<file path="src/rtl/bcsi_pkg.sv">
// package of constants and types for the bar code serial input block
package bcsi_pkg;
  // ==========================================================================
  // clock and line rates
  localparam int unsigned CLK_HZ      = 25000000;
  localparam int unsigned BAUD_4800   = 4800;
  localparam int unsigned BAUD_9600   = 9600;
  localparam int unsigned BAUD_19200  = 19200;
  // ==========================================================================
  // configuration encodings
  localparam logic [1:0] RATE_4800    = 2'h0;
  localparam logic [1:0] RATE_9600    = 2'h1;
  localparam logic [1:0] RATE_19200   = 2'h2;
  localparam logic [1:0] PAR_NONE     = 2'h0;
  localparam logic [1:0] PAR_ODD      = 2'h1;
  localparam logic [1:0] PAR_EVEN     = 2'h2;
  localparam logic       DBITS_7      = 1'h0;
  localparam logic       DBITS_8      = 1'h1;
  localparam logic       STOP_1       = 1'h0;
  localparam logic       STOP_2       = 1'h1;
  localparam logic       MODE_MANUAL  = 1'h0;
  localparam logic       MODE_AUTO    = 1'h1;
  // defaults
  localparam logic [1:0] DEF_RATE     = RATE_9600;
  localparam logic [1:0] DEF_PARITY   = PAR_EVEN;
  localparam logic       DEF_DBITS    = DBITS_7;
  localparam logic       DEF_STOP     = STOP_2;
  localparam logic       DEF_MODE     = MODE_MANUAL;
  // ==========================================================================
  // frame format
  localparam logic [7:0] CH_START     = 8'h02;
  localparam logic [7:0] CH_END       = 8'h03;
  localparam logic [7:0] CH_MIN       = 8'h20;
  localparam logic [7:0] CH_MAX       = 8'h7f;
  localparam int unsigned MAX_LEN     = 40;
  localparam int unsigned FIFO_DEPTH  = 16;

  typedef enum logic [3:0] {
    RX_IDLE  = 4'b0001,
    RX_DATA  = 4'b0010,
    RX_STOP  = 4'b0100,
    RX_DONE  = 4'b1000
  } bcsi_rx_t;

  typedef enum logic [3:0] {
    FR_HUNT  = 4'b0001,
    FR_BODY  = 4'b0010,
    FR_SEND  = 4'b0100,
    FR_HOLD  = 4'b1000
  } bcsi_fr_t;

  // bit period in clocks, truncated, for the given clock figure
  function automatic logic [15:0] bcsi_div(input logic [1:0] rate, input int unsigned clk_hz);
    unique case (rate)
      RATE_4800:  bcsi_div = 16'(clk_hz / BAUD_4800);
      RATE_19200: bcsi_div = 16'(clk_hz / BAUD_19200);
      default:    bcsi_div = 16'(clk_hz / BAUD_9600);
    endcase
  endfunction
endpackage

</file>
<file path="src/rtl/bcsi_fifo.sv">
// synchronous valid/ready fifo for received frame bytes
`timescale 1ns/1ps
module bcsi_fifo #(
  parameter int unsigned WIDTH = 8,
  parameter int unsigned DEPTH = 16
) (
  input  wire logic             clk_sys,
  input  wire logic             rst,
  input  wire logic             flush,
  input  wire logic [WIDTH-1:0] in_data,
  input  wire logic             in_valid,
  output logic                  in_ready,
  output logic      [WIDTH-1:0] out_data,
  output logic                  out_valid,
  input  wire logic             out_ready
);
  localparam int unsigned AW = $clog2(DEPTH);
  logic [WIDTH-1:0] mem_r [DEPTH];
  logic [AW-1:0]    wp_r;
  logic [AW-1:0]    rp_r;
  logic [AW:0]      cnt_r;
  logic             push;
  logic             pop;

  assign in_ready  = (cnt_r != (AW+1)'(DEPTH));
  assign out_valid = (cnt_r != '0);
  assign out_data  = mem_r[rp_r];
  assign push      = in_valid && in_ready && !flush;
  assign pop       = out_valid && out_ready && !flush;

  always_ff @(posedge clk_sys) begin
    if (push) begin
      mem_r[wp_r] <= in_data;
    end
  end

  always_ff @(posedge clk_sys) begin
    if (rst || flush) begin
      wp_r  <= '0;
      rp_r  <= '0;
      cnt_r <= '0;
    end else begin
      if (push) wp_r <= (wp_r == AW'(DEPTH-1)) ? '0 : wp_r + 1'b1;
      if (pop)  rp_r <= (rp_r == AW'(DEPTH-1)) ? '0 : rp_r + 1'b1;
      cnt_r <= cnt_r + (AW+1)'(push) - (AW+1)'(pop);
    end
  end
endmodule // bcsi_fifo

</file>
<file path="src/rtl/bcsi_rx.sv">
// asynchronous serial receiver with selectable framing and rate
`timescale 1ns/1ps
module bcsi_rx
  import bcsi_pkg::*;
#(
  parameter int unsigned CLK_FREQ = CLK_HZ
)
(
  input  wire logic       clk_sys,
  input  wire logic       rst,
  input  wire logic       rxd_sync,
  input  wire logic [1:0] cfg_rate,
  input  wire logic [1:0] cfg_parity,
  input  wire logic       cfg_dbits,
  input  wire logic       cfg_stop,
  output logic [7:0]      rx_byte_r,
  output logic            rx_stb_r,
  output logic            rx_err_r
);
  bcsi_rx_t    st_r;
  logic [15:0] cnt_r;
  logic [3:0]  bit_r;
  logic [1:0]  stop_r;
  logic [8:0]  sh_r;
  logic [15:0] div;
  logic [3:0]  nbits;
  logic        par_ok;

  assign div   = bcsi_div(cfg_rate, CLK_FREQ);
  // data bits plus optional parity bit
  assign nbits = (cfg_dbits == DBITS_8 ? 4'h8 : 4'h7) + ((cfg_parity == PAR_NONE) ? 4'h0 : 4'h1);

  always_comb begin
    par_ok = 1'b1;
    if (cfg_parity != PAR_NONE) begin
      par_ok = ((cfg_dbits == DBITS_8) ? ^sh_r[8:0] : ^sh_r[8:1]) ^ (cfg_parity == PAR_ODD);
      par_ok = !par_ok;
    end
  end

  always_ff @(posedge clk_sys) begin
    if (rst) begin
      st_r      <= RX_IDLE;
      cnt_r     <= '0;
      bit_r     <= '0;
      stop_r    <= '0;
      sh_r      <= '0;
      rx_byte_r <= '0;
      rx_stb_r  <= 1'b0;
      rx_err_r  <= 1'b0;
    end else begin
      rx_stb_r <= 1'b0;
      unique case (st_r)
        RX_IDLE: begin
          cnt_r <= {1'b0, div[15:1]};
          if (!rxd_sync) st_r <= RX_DATA;
          bit_r <= '0;
          sh_r  <= '0;
        end
        RX_DATA: begin
          if (cnt_r == '0) begin
            cnt_r <= div - 16'h1;
            if (bit_r == 4'h0 && rxd_sync) begin
              st_r <= RX_IDLE;                 // false start bit
            end else if (bit_r == nbits) begin
              st_r   <= RX_STOP;
              stop_r <= (cfg_stop == STOP_2) ? 2'h2 : 2'h1;
              sh_r   <= {rxd_sync, sh_r[8:1]};
            end else begin
              bit_r <= bit_r + 4'h1;
              if (bit_r != 4'h0) sh_r <= {rxd_sync, sh_r[8:1]};
            end
          end else begin
            cnt_r <= cnt_r - 16'h1;
          end
        end
        RX_STOP: begin
          // stop bits sampled at their middles
          if (cnt_r == '0) begin
            cnt_r <= div - 16'h1;
            if (!rxd_sync) rx_err_r <= 1'b1;
            if (stop_r == 2'h1) st_r <= RX_DONE;
            stop_r <= stop_r - 2'h1;
          end else begin
            cnt_r <= cnt_r - 16'h1;
          end
        end
        RX_DONE: begin
          // align received bits to bit 0 according to width
          rx_byte_r <= (cfg_dbits == DBITS_8) ?
                       ((cfg_parity == PAR_NONE) ? sh_r[8:1] : sh_r[7:0]) :
                       ((cfg_parity == PAR_NONE) ? {1'b0, sh_r[8:2]} : {1'b0, sh_r[7:1]});
          rx_err_r  <= rx_err_r || !par_ok;
          rx_stb_r  <= 1'b1;
          st_r      <= RX_IDLE;
        end
        default: st_r <= RX_IDLE;
      endcase
      if (st_r == RX_IDLE) rx_err_r <= 1'b0;
    end
  end
endmodule // bcsi_rx

</file>
<file path="src/rtl/bcsi_top.sv">
// bar code serial input: receiver, frame checker, hold-off and string output
`timescale 1ns/1ps
module bcsi_top
  import bcsi_pkg::*;
#(
  parameter int unsigned CLK_FREQ = CLK_HZ
)
(
  input  wire logic       clk_sys,
  input  wire logic       rst,
  input  wire logic       rxd_pin,
  input  wire logic       clear_to_send_pin,
  output logic            receive_permit_out,
  input  wire logic       cfg_port_barcode,
  input  wire logic [1:0] cfg_rate,
  input  wire logic [1:0] cfg_parity,
  input  wire logic       cfg_dbits,
  input  wire logic       cfg_stop,
  input  wire logic       cfg_mode,
  input  wire logic       host_reported,
  output logic [7:0]      str_data,
  output logic            str_valid,
  output logic            str_last,
  input  wire logic       str_ready,
  output logic            frame_drop,
  output logic            frame_held
);
  // ==========================================================================
  // pin synchronisers
  logic [1:0] rxd_s_r;
  logic [1:0] cts_s_r;

  always_ff @(posedge clk_sys) begin
    if (rst) begin
      rxd_s_r <= 2'b11;
      cts_s_r <= 2'b00;
    end else begin
      rxd_s_r <= {rxd_s_r[0], rxd_pin};
      cts_s_r <= {cts_s_r[0], clear_to_send_pin};
    end
  end

  // ==========================================================================
  // serial receiver
  logic [7:0] rx_byte;
  logic       rx_stb;
  logic       rx_err;
  logic       port_on;

  assign port_on = cfg_port_barcode;

  bcsi_rx #(
    .CLK_FREQ (CLK_FREQ)
  ) u_rx (
    .clk_sys    (clk_sys),
    .rst        (rst || !port_on),
    .rxd_sync   (rxd_s_r[1]),
    .cfg_rate   (cfg_rate),
    .cfg_parity (cfg_parity),
    .cfg_dbits  (cfg_dbits),
    .cfg_stop   (cfg_stop),
    .rx_byte_r  (rx_byte),
    .rx_stb_r   (rx_stb),
    .rx_err_r   (rx_err)
  );

  // ==========================================================================
  // frame parser into the fifo
  bcsi_fr_t   fr_r;
  logic [5:0] len_r;
  logic       bad_r;
  logic       f_in_valid;
  logic       f_in_ready;
  logic [7:0] f_out_data;
  logic       f_out_valid;
  logic       f_out_ready;
  logic       flush;
  logic       byte_ok;
  logic [5:0] out_left_r;
  logic       drop_r;
  logic       hold_r;
  logic       permit_r;
  logic       send_done;

  assign byte_ok    = !rx_err && rx_byte >= CH_MIN && rx_byte <= CH_MAX;
  assign f_in_valid = rx_stb && fr_r == FR_BODY && byte_ok && !bad_r
                      && len_r < 6'(MAX_LEN);
  // a bad frame or a start byte arriving in any state but send restarts the buffer
  assign flush      = !port_on || drop_r
                      || (rx_stb && rx_byte == CH_START && fr_r != FR_SEND);
  assign send_done  = fr_r == FR_SEND && out_left_r == 6'h0;

  always_ff @(posedge clk_sys) begin
    if (rst || !port_on) begin
      fr_r   <= FR_HUNT;
      len_r  <= '0;
      bad_r  <= 1'b0;
      drop_r <= 1'b0;
    end else begin
      drop_r <= 1'b0;
      unique case (fr_r)
        FR_HUNT, FR_HOLD: begin
          if (rx_stb && rx_byte == CH_START && !rx_err) begin
            fr_r  <= FR_BODY;
            len_r <= '0;
            bad_r <= 1'b0;
          end
        end
        FR_BODY: begin
          if (rx_stb) begin
            if (rx_byte == CH_END && !rx_err) begin
              if (bad_r || len_r == 6'h0) begin
                fr_r   <= FR_HUNT;
                drop_r <= 1'b1;
              end else begin
                fr_r <= FR_SEND;
              end
            end else if (rx_byte == CH_START && !rx_err) begin
              len_r <= '0;                     // restart on a fresh start byte
              bad_r <= 1'b0;
            end else if (!byte_ok || len_r == 6'(MAX_LEN) || !f_in_ready) begin
              bad_r <= 1'b1;
            end else begin
              len_r <= len_r + 6'h1;
            end
          end
        end
        FR_SEND: begin
          if (send_done) fr_r <= (cfg_mode == MODE_AUTO) ? FR_HOLD : FR_HUNT;
        end
        default: fr_r <= FR_HUNT;
      endcase
    end
  end

  bcsi_fifo #(
    .WIDTH (8),
    .DEPTH (FIFO_DEPTH)
  ) u_fifo (
    .clk_sys   (clk_sys),
    .rst       (rst),
    .flush     (flush),
    .in_data   (rx_byte),
    .in_valid  (f_in_valid),
    .in_ready  (f_in_ready),
    .out_data  (f_out_data),
    .out_valid (f_out_valid),
    .out_ready (f_out_ready)
  );

  // ==========================================================================
  // string output: released only once the whole frame passed its checks
  // limitation: frames beyond fifo depth are dropped, as nothing drains early
  logic str_fire;

  assign f_out_ready = fr_r == FR_SEND && (!str_valid || str_ready) && out_left_r != 6'h0;
  assign str_fire    = f_out_ready && f_out_valid;

  always_ff @(posedge clk_sys) begin
    if (rst || !port_on) begin
      str_data   <= '0;
      str_valid  <= 1'b0;
      str_last   <= 1'b0;
      out_left_r <= '0;
    end else begin
      if (fr_r == FR_BODY && rx_stb && rx_byte == CH_END && !rx_err && !bad_r) begin
        out_left_r <= len_r;
      end else if (str_fire) begin
        out_left_r <= out_left_r - 6'h1;
      end
      if (str_fire) begin
        str_data  <= f_out_data;
        str_valid <= 1'b1;
        str_last  <= out_left_r == 6'h1;
      end else if (str_ready) begin
        str_valid <= 1'b0;
        str_last  <= 1'b0;
      end
    end
  end

  // ==========================================================================
  // handshake toward the reader
  // hold set when a frame is passed on in auto mode; host report clears it
  always_ff @(posedge clk_sys) begin
    if (rst || !port_on) begin
      hold_r <= 1'b0;
    end else if (send_done && cfg_mode == MODE_AUTO) begin
      hold_r <= 1'b1;
    end else if (host_reported || cfg_mode == MODE_MANUAL) begin
      hold_r <= 1'b0;
    end
  end

  always_ff @(posedge clk_sys) begin
    if (rst || !port_on) begin
      permit_r <= 1'b0;
    end else begin
      // permit drops while a frame is in send, to give send path time
      permit_r <= !hold_r && fr_r != FR_SEND && !(send_done && cfg_mode == MODE_AUTO);
    end
  end

  assign receive_permit_out = permit_r;

  always_ff @(posedge clk_sys) begin
    if (rst) begin
      frame_drop <= 1'b0;
      frame_held <= 1'b0;
    end else begin
      frame_drop <= drop_r;
      frame_held <= hold_r && cts_s_r[1];
    end
  end

  // ==========================================================================
  // checks
  property p_hold_blocks_permit;
    @(posedge clk_sys) disable iff (rst)
    hold_r |=> !receive_permit_out;
  endproperty
  a_hold_blocks_permit: assert property (p_hold_blocks_permit)
    else $error("permit high while holding");

  property p_auto_sets_hold;
    @(posedge clk_sys) disable iff (rst || !port_on)
    (send_done && cfg_mode == MODE_AUTO) |=> hold_r ##1 !receive_permit_out;
  endproperty
  a_auto_sets_hold: assert property (p_auto_sets_hold)
    else $error("auto frame did not hold");

  property p_manual_permit;
    @(posedge clk_sys) disable iff (rst || !port_on)
    (cfg_mode == MODE_MANUAL && fr_r == FR_HUNT) [*2] |=> receive_permit_out;
  endproperty
  a_manual_permit: assert property (p_manual_permit)
    else $error("manual mode permit low");

  property p_range;
    @(posedge clk_sys) disable iff (rst)
    str_valid |-> str_data >= CH_MIN && str_data <= CH_MAX;
  endproperty
  a_range: assert property (p_range)
    else $error("out of range byte stored");

  property p_len;
    @(posedge clk_sys) disable iff (rst)
    len_r <= 6'(MAX_LEN);
  endproperty
  a_len: assert property (p_len)
    else $error("payload length over limit");

  property p_drop_no_out;
    @(posedge clk_sys) disable iff (rst)
    drop_r |-> !f_out_ready;
  endproperty
  a_drop_no_out: assert property (p_drop_no_out)
    else $error("dropped frame passed on");

  property p_port_off;
    @(posedge clk_sys) disable iff (rst)
    !port_on |=> !receive_permit_out && !str_valid;
  endproperty
  a_port_off: assert property (p_port_off)
    else $error("port active while not selected");

  property p_send_after_end;
    @(posedge clk_sys) disable iff (rst || !port_on)
    (fr_r == FR_BODY && rx_stb && rx_byte == CH_END && !rx_err && !bad_r && len_r != 0)
      |=> fr_r == FR_SEND;
  endproperty
  a_send_after_end: assert property (p_send_after_end)
    else $error("end byte did not close frame");

  property p_drop_pulse;
    @(posedge clk_sys) disable iff (rst)
    drop_r |=> frame_drop ##1 !frame_drop;
  endproperty
  a_drop_pulse: assert property (p_drop_pulse)
    else $error("drop not flagged as one pulse");

  property p_report_clears_hold;
    @(posedge clk_sys) disable iff (rst || !port_on)
    (host_reported && !send_done) |=> !hold_r;
  endproperty
  a_report_clears_hold: assert property (p_report_clears_hold)
    else $error("host report did not release hold");

  property p_manual_no_hold;
    @(posedge clk_sys) disable iff (rst || !port_on)
    (cfg_mode == MODE_MANUAL) |=> !hold_r;
  endproperty
  a_manual_no_hold: assert property (p_manual_no_hold)
    else $error("hold active in manual mode");
endmodule // bcsi_top

</file>
<file path="config.mk">
export PLATFORM = sky130hd
export DESIGN_NAME = bcsi_top
export DESIGN_NICKNAME = d
export VERILOG_FILES = /design/src/rtl/bcsi_pkg.sv /design/src/rtl/bcsi_fifo.sv /design/src/rtl/bcsi_rx.sv /design/src/rtl/bcsi_top.sv
export SDC_FILE = /design/constraint.sdc
export NUM_CORES = 1
export LEC_CHECK = 0
export BUFFER_PORTS_ARGS = -buffer_cell sky130_fd_sc_hd__buf_2
export CORE_ASPECT_RATIO = 0.6
export CORE_MARGIN = 1.5
export CORE_UTILIZATION = 62
export CTS_CLUSTER_DIAMETER = 120
export DETAILED_ROUTE_END_ITERATION = 16
export HOLD_SLACK_MARGIN = 0.15
export PLACE_DENSITY = 0.77
export SLEW_MARGIN = 20
export SYNTH_ARGS = -nofsm -noshare
export SYNTH_HDL_FRONTEND = slang
export SYNTH_SLANG_ARGS = --single-unit
</file>
<file path="constraint.sdc">
create_clock -name clk_sys -period 3.7 [get_ports clk_sys]
set_clock_uncertainty 0.15 [all_clocks]
set_input_delay 1.11 -clock clk_sys [delete_from_list [all_inputs] [get_ports clk_sys]]
set_output_delay 1.11 -clock clk_sys [all_outputs]
set_load 0.03 [all_outputs]
</file>
### Yosys cells after proc, flatten, opt, wreduce, memory -nomap -nowiden

Memories as Yosys holds them, arrays and structs flattened. A register that Yosys moved wholly into a read port is not among the register bits.
Cells that the tools add are included.

* register bits: 86
* memory bits (writable): 128
* output and inout port bits: 13
* logic and storage cells: 227
* memories kept: 1

* add/subtract/negate cells: 11
* magnitude comparators: 3
* equal/unequal tests: 37
* multiplexer cells: 67
* bitwise operators: 5
* reduce and logical (&&, ||, !) cells: 79

Memory list
* u_fifo.mem_r: depth 16, bits a word 8, read ports 1, clocked after memory_dff 1, wr ports 1, RTL line bcsi_fifo.sv:18 `logic [WIDTH-1:0] mem_r [DEPTH];`

Operators with widths (count)
* 4-bit two-way mux: 17
* 6-bit two-way mux: 7
* 9-bit two-way mux: 4
* 16-bit one-hot mux with 2 select lines: 1
* 16-bit by 1-bit subtractor with 16-bit output (second input constant): 2
* 1-bit logical AND: 26
* 13-bit one-hot mux with 2 select lines: 1
* 4-bit one-hot mux with 3 select lines: 2
* 5-bit AND reduction: 4
* 1-bit two-way mux: 19
* 9-bit one-hot mux with 2 select lines: 1
* 2-bit nonzero test: 9
* 4-bit equality test (second input constant): 4
* 8-bit by 2-bit equality test with 1-bit output (second input constant): 2
* 16-bit logical NOT: 1
* 16-bit two-way mux: 1
* 8-bit two-way mux: 2
* 2-bit inequality test (second input constant): 7
* 4-bit by 1-bit adder with 4-bit output (second input constant): 3
* 6-bit logical NOT: 2
* 2-bit by 1-bit inequality test with 1-bit output (second input constant): 6
* 6-bit one-hot mux with 2 select lines: 1
* 4-bit AND reduction: 3
* 1-bit logical NOT: 11
* 40 further kinds: 66

### Depth between registers and ports, before layout

* depth in word-level cells: 11
* mapped depth: 16
* gate-level depth less buffers: 16

### Modules after synthesis

From an unflattened synthesis, not the netlist that was laid out.

* cell total of the unflattened synthesis: 841
* area total of the unflattened synthesis: 10193.5 um^2

Modules (own cells, without submodules)
* bcsi_fifo: instances 1, cells an instance 311, area each 5781.8 um^2, sequential area each 4184.0 um^2
* bcsi_rx: instances 1, cells an instance 309, area each 2602.5 um^2, sequential area each 900.9 um^2
* bcsi_top: instances 1, cells an instance 221, area each 1809.2 um^2, sequential area each 720.7 um^2

### Worst setup path after synthesis

No wires, ideal clock.

* path type: input to register
* from: in str_ready
* to: reg u_fifo.cnt_r[4]
* arrival: 2.977 ns
* slack: 0.440 ns
* cell stages on the path: 14
* buffers on the path: 0
* path through: nor2b_1 > a2111oi_2 > nand3_1 > inv_1 > ha_1 > inv_1 > ha_1 > inv_1 > fa_1 > inv_1 > a21oi_1 > nor2_1 > or3_1 > a21oi_1

* word-level cells in the longest chain between the ends: 6

Ends and longest elaborated chain
* start, declared: RTL line bcsi_top.sv:24 `input wire logic str_ready,`
* 1-bit logical OR: RTL line bcsi_top.sv:156 `assign f_out_ready = fr_r == FR_SEND && (!str_valid || str_ready) && out_left_r != 6'h0;`
* 1-bit logical AND (2 in series): RTL line bcsi_top.sv:156
* 1-bit logical AND (2 in series): RTL line bcsi_fifo.sv:29 `assign pop = out_valid && out_ready && !flush;`
* via u_fifo.pop: RTL line bcsi_fifo.sv:23 `logic pop;`
* 5-bit by 1-bit subtractor with 5-bit output: RTL line bcsi_fifo.sv:45 `cnt_r <= cnt_r + (AW+1)'(push) - (AW+1)'(pop);`
* end signal, assigned: RTL line bcsi_fifo.sv:45
* end, declared: RTL line bcsi_fifo.sv:21 `logic [AW:0] cnt_r;`

The timed path passes the listed nets, and every way through them passes these cells.
A chain may end at the register's enable or synchronous reset.

### Worst setup path in the final report

* from: reg out_left_r[2]
* to: reg u_fifo.cnt_r[4]

* word-level cells in the longest chain between the ends: 5

Ends and longest elaborated chain
* start, declared: RTL line bcsi_top.sv:79 `logic [5:0] out_left_r;`
* start signal, assigned: RTL line bcsi_top.sv:167 `out_left_r <= len_r;`
* start signal, assigned: RTL line bcsi_top.sv:169 `out_left_r <= out_left_r - 6'h1;`
* 6-bit nonzero test: RTL line bcsi_top.sv:156
* 1-bit logical AND: RTL line bcsi_top.sv:156
* 1-bit logical AND (2 in series): RTL line bcsi_fifo.sv:29
* via u_fifo.pop: RTL line bcsi_fifo.sv:23
* 5-bit by 1-bit subtractor with 5-bit output: RTL line bcsi_fifo.sv:45

The timed path passes the listed nets, and every way through them passes these cells.

==> metrics.md <==
| Metric | Value |
|---|---|
| Final Util | `71.5%` |
| Top-area cell type share of the netlist area | `38.1%` |
| CP Class | `reg -> reg` |
| Final antenna-violating net count | `0` |
| Cells after synthesis | `823` |
| Final worst-path setup slack | `328 ps` |
| Synthesized cell area | `0.0101 mm^2` |
| Top cells by area, synth | `edfxtp_1 38%, dfxtp_1 19%, mux4_2 8.9%` |
| CTS Buf Count | `20` |
| CTS Hold Buffers Added | `0` |
| Core area | `0.0156 mm^2` |
| CTS sink cnt | `222` |
| Pint | `3.78 mW` |
| Vias | `7152` |
| Root Driver | `clkbuf_16` |
| Max clock buf depth | `3` |
| Die H | `102 um` |
| Tmin final | `3370 ps` |
| Mapped Nets | `859` |
| Slew HR | `40.0%` |
| Commonest cells in the netlist | `128 x edfxtp_1, 94 x dfxtp_1, 58 x nor2_1` |
| Area delta synth->final | `10.8%` |
| Crit path required time | `3970 ps` |
| Final setup fails | `0` |
| Initial drt markers | `584` |
| DRT Pass-1 Iters | `5` |
| Sw Pwr | `1.04 mW` |
| Largest area contributor in the netlist | `edfxtp_1` |
| Flop pwr share | `54.0%` |
| Cell Count, Final, Fillers Out | `1075` |
| HPWL Detailed | `16100 um` |
| Power consumption | `4.82 mW` |
| Yosys cell types | `73` |
| Starting Density | `64.6%` |
| Max IR drop VDD | `0.380 mV` |
| Final #Nets | `893` |
| Fmax | `0.297 GHz` |
| Max-slew violations | `0` |
| HP Class | `reg -> reg` |
| Antenna violations before repair | `1` |
| # IOs | `27` |
| Final WL | `24100 um` |
| Clock power frac | `41.5%` |
| Total die area | `0.0171 mm^2` |
| Worst skew pair latency | `500 ps` |
| Setup tns final | `0 ps` |
| Yosys synthesis warning count | `0` |
| Worst Max-Slew Pin Slew | `892 ps` |
| CTS tree | `yes` |
| Placement Setup Slack | `87.2 ps` |
| Post-route cell area | `0.0112 mm^2` |
| Rows | `35` |
| Residual DRC | `0` |
| Post-Place Cells | `1038` |
| Gpl congestion | `0.884` |
| Synthesis-stage register bit count | `222` |
| Placed Area | `0.0105 mm^2` |
| Max capacitance violation total | `0` |
| Routed length per instance | `22.4 um` |
| Top-count cell post-synth | `edfxtp_1` |
| Post-synthesis sequential area ratio | `56.7%` |
| Async S/R FF share, synth | `0%` |
| RSZ-0062 raised after global routing | `false` |
| CP Launch Type | `flip-flop` |
| Total congestion overflow | `0` |
| PwrDens | `431 mW/mm^2` |
| Fin Hold WS | `280 ps` |
| Layout cells sized above 1 | `17.3%` |
| Die X | `168 um` |
| H-tree depth | `1` |
| Main synth FF type | `edfxtp_1` |
| Cell leakage power | `3.45 nW` |
| First-pass GRT wire length | `37600 um` |
| Routed vias/inst | `6.65` |
| Vias in the first global route | `6741` |
| Sw Share | `21.6%` |
| Combinational Power Share | `4.5%` |
| All-Layer GR Usage | `29.0%` |
| Crit-path max FO | `6` |
| Reg clk slew, reported paths | `70 ps` |
| Maximum number of pins on one net before global-route repair | `49` |
| CP endpoint kind | `flip-flop` |
| Syn_area_per_cell | `12.3 um^2` |
| Worst EP arrival | `3650 ps` |
| Port Buffers | `26` |
| Post-synth EDFFs | `128` |
| Final hold viol count | `0` |
| Status | `completed` |
| Final period util | `91.1%` |
per-layer routing:
metal,routed length [um],vias up,track usage [%]
li1,-,3233,-
met5,0,-,0
met4,361,0,7.28
met1,10700,3532,44.3
met2,10600,352,43.2
met3,2400,35,5.54
sequential cells by signal (all words and copies together), names as in the netlist, 5 cells and up:
signal / count
u_fifo.mem_r: 128
u_rx.cnt_r: 16
u_rx.sh_r: 9
str_data: 8
u_rx.rx_byte_r: 8
len_r: 6
out_left_r: 6
u_fifo.cnt_r: 5
final cells by class:
class	instances	area, um^2
fill	1015	4450
multi-input combinational	534	4140
sequential	222	5730
timing repair buffer	51	330
tap	203	254
clock buffer	25	541
antenna	1	2.50
clock inverter	11	85.1
inverter	28	105
critical path, cell delays in order (launching register included):
cell and delay, ps:
dfxtp_1 360, nor4_1 800, a2111oi_4 200, nand3_1 190, inv_1 100, ha_1 280, inv_1 40, ha_1 190
inv_1 70, fa_1 210, inv_1 60, a21oi_1 130, nor2_1 70, or3_1 340, a21oi_1 140
cell usage in the layout (no fill, tap or decap), types with 11 or more instances in the layout:
master / count
clkbuf_16: 21
nor2_1: 58
or4_1: 11
mux4_2: 40
xnor2_1: 11
nand3_1: 35
buf_2: 26
buf_4: 24
dfxtp_1: 93
edfxtp_1: 128
a31oi_1: 14
inv_1: 28
nor3_1: 14
o21ai_0: 40
and3_1: 19
mux2i_1: 15
nor2b_1: 13
a21oi_1: 52
nand2_1: 44
ha_1: 21
path summary, 6_finish.rpt:
path / start / to / slack (ps) / cells after the start
max: out_left_r[2] / u_fifo.cnt_r[4] / 330 / 14
min: rxd_s_r[0] / rxd_s_r[1] / 280 / 1
max reg2reg: out_left_r[2] / u_fifo.cnt_r[4] / 330 / 14
min reg2reg: rxd_s_r[0] / rxd_s_r[1] / 280 / 1
power by group through the flow:
stage | clock network, mW | logic [mW] | registers, mW
detailed placement | 0 | 0.210 | 2.66
finish | 2.00 | 0.216 | 2.60
global placement | 0 | 0.201 | 2.66
CTS | 2.02 | 0.210 | 2.60
global route | 2.11 | 0.235 | 2.60
floorplan | 0 | 0.146 | 2.65
logic make-up (layout without fill, tap and decap cells):
| kind of cell | after synthesis | in the layout | share of synthesized area (%) |
|---|---|---|---|
| flops | 222 | 222 | 56.7 |
| xor+xnor | 18 | 18 | 1.70 |
| fa+ha+maj | 22 | 22 | 2.80 |
| compound gates | 172 | 172 | 11.3 |
| simple gates | 265 | 265 | 14.3 |
| buf+inv | 67 | 115 | 2.65 |
| mux | 57 | 57 | 10.6 |
| other cells | 0 | 1 | 0 |
repair_timing:
action,4_1_cts,5_1_grt
gates resized for setup,0,3
setup endpoints to repair,0,1
setup buffers,0,0
No activity file was read; power rests on OpenSTA's default activity.
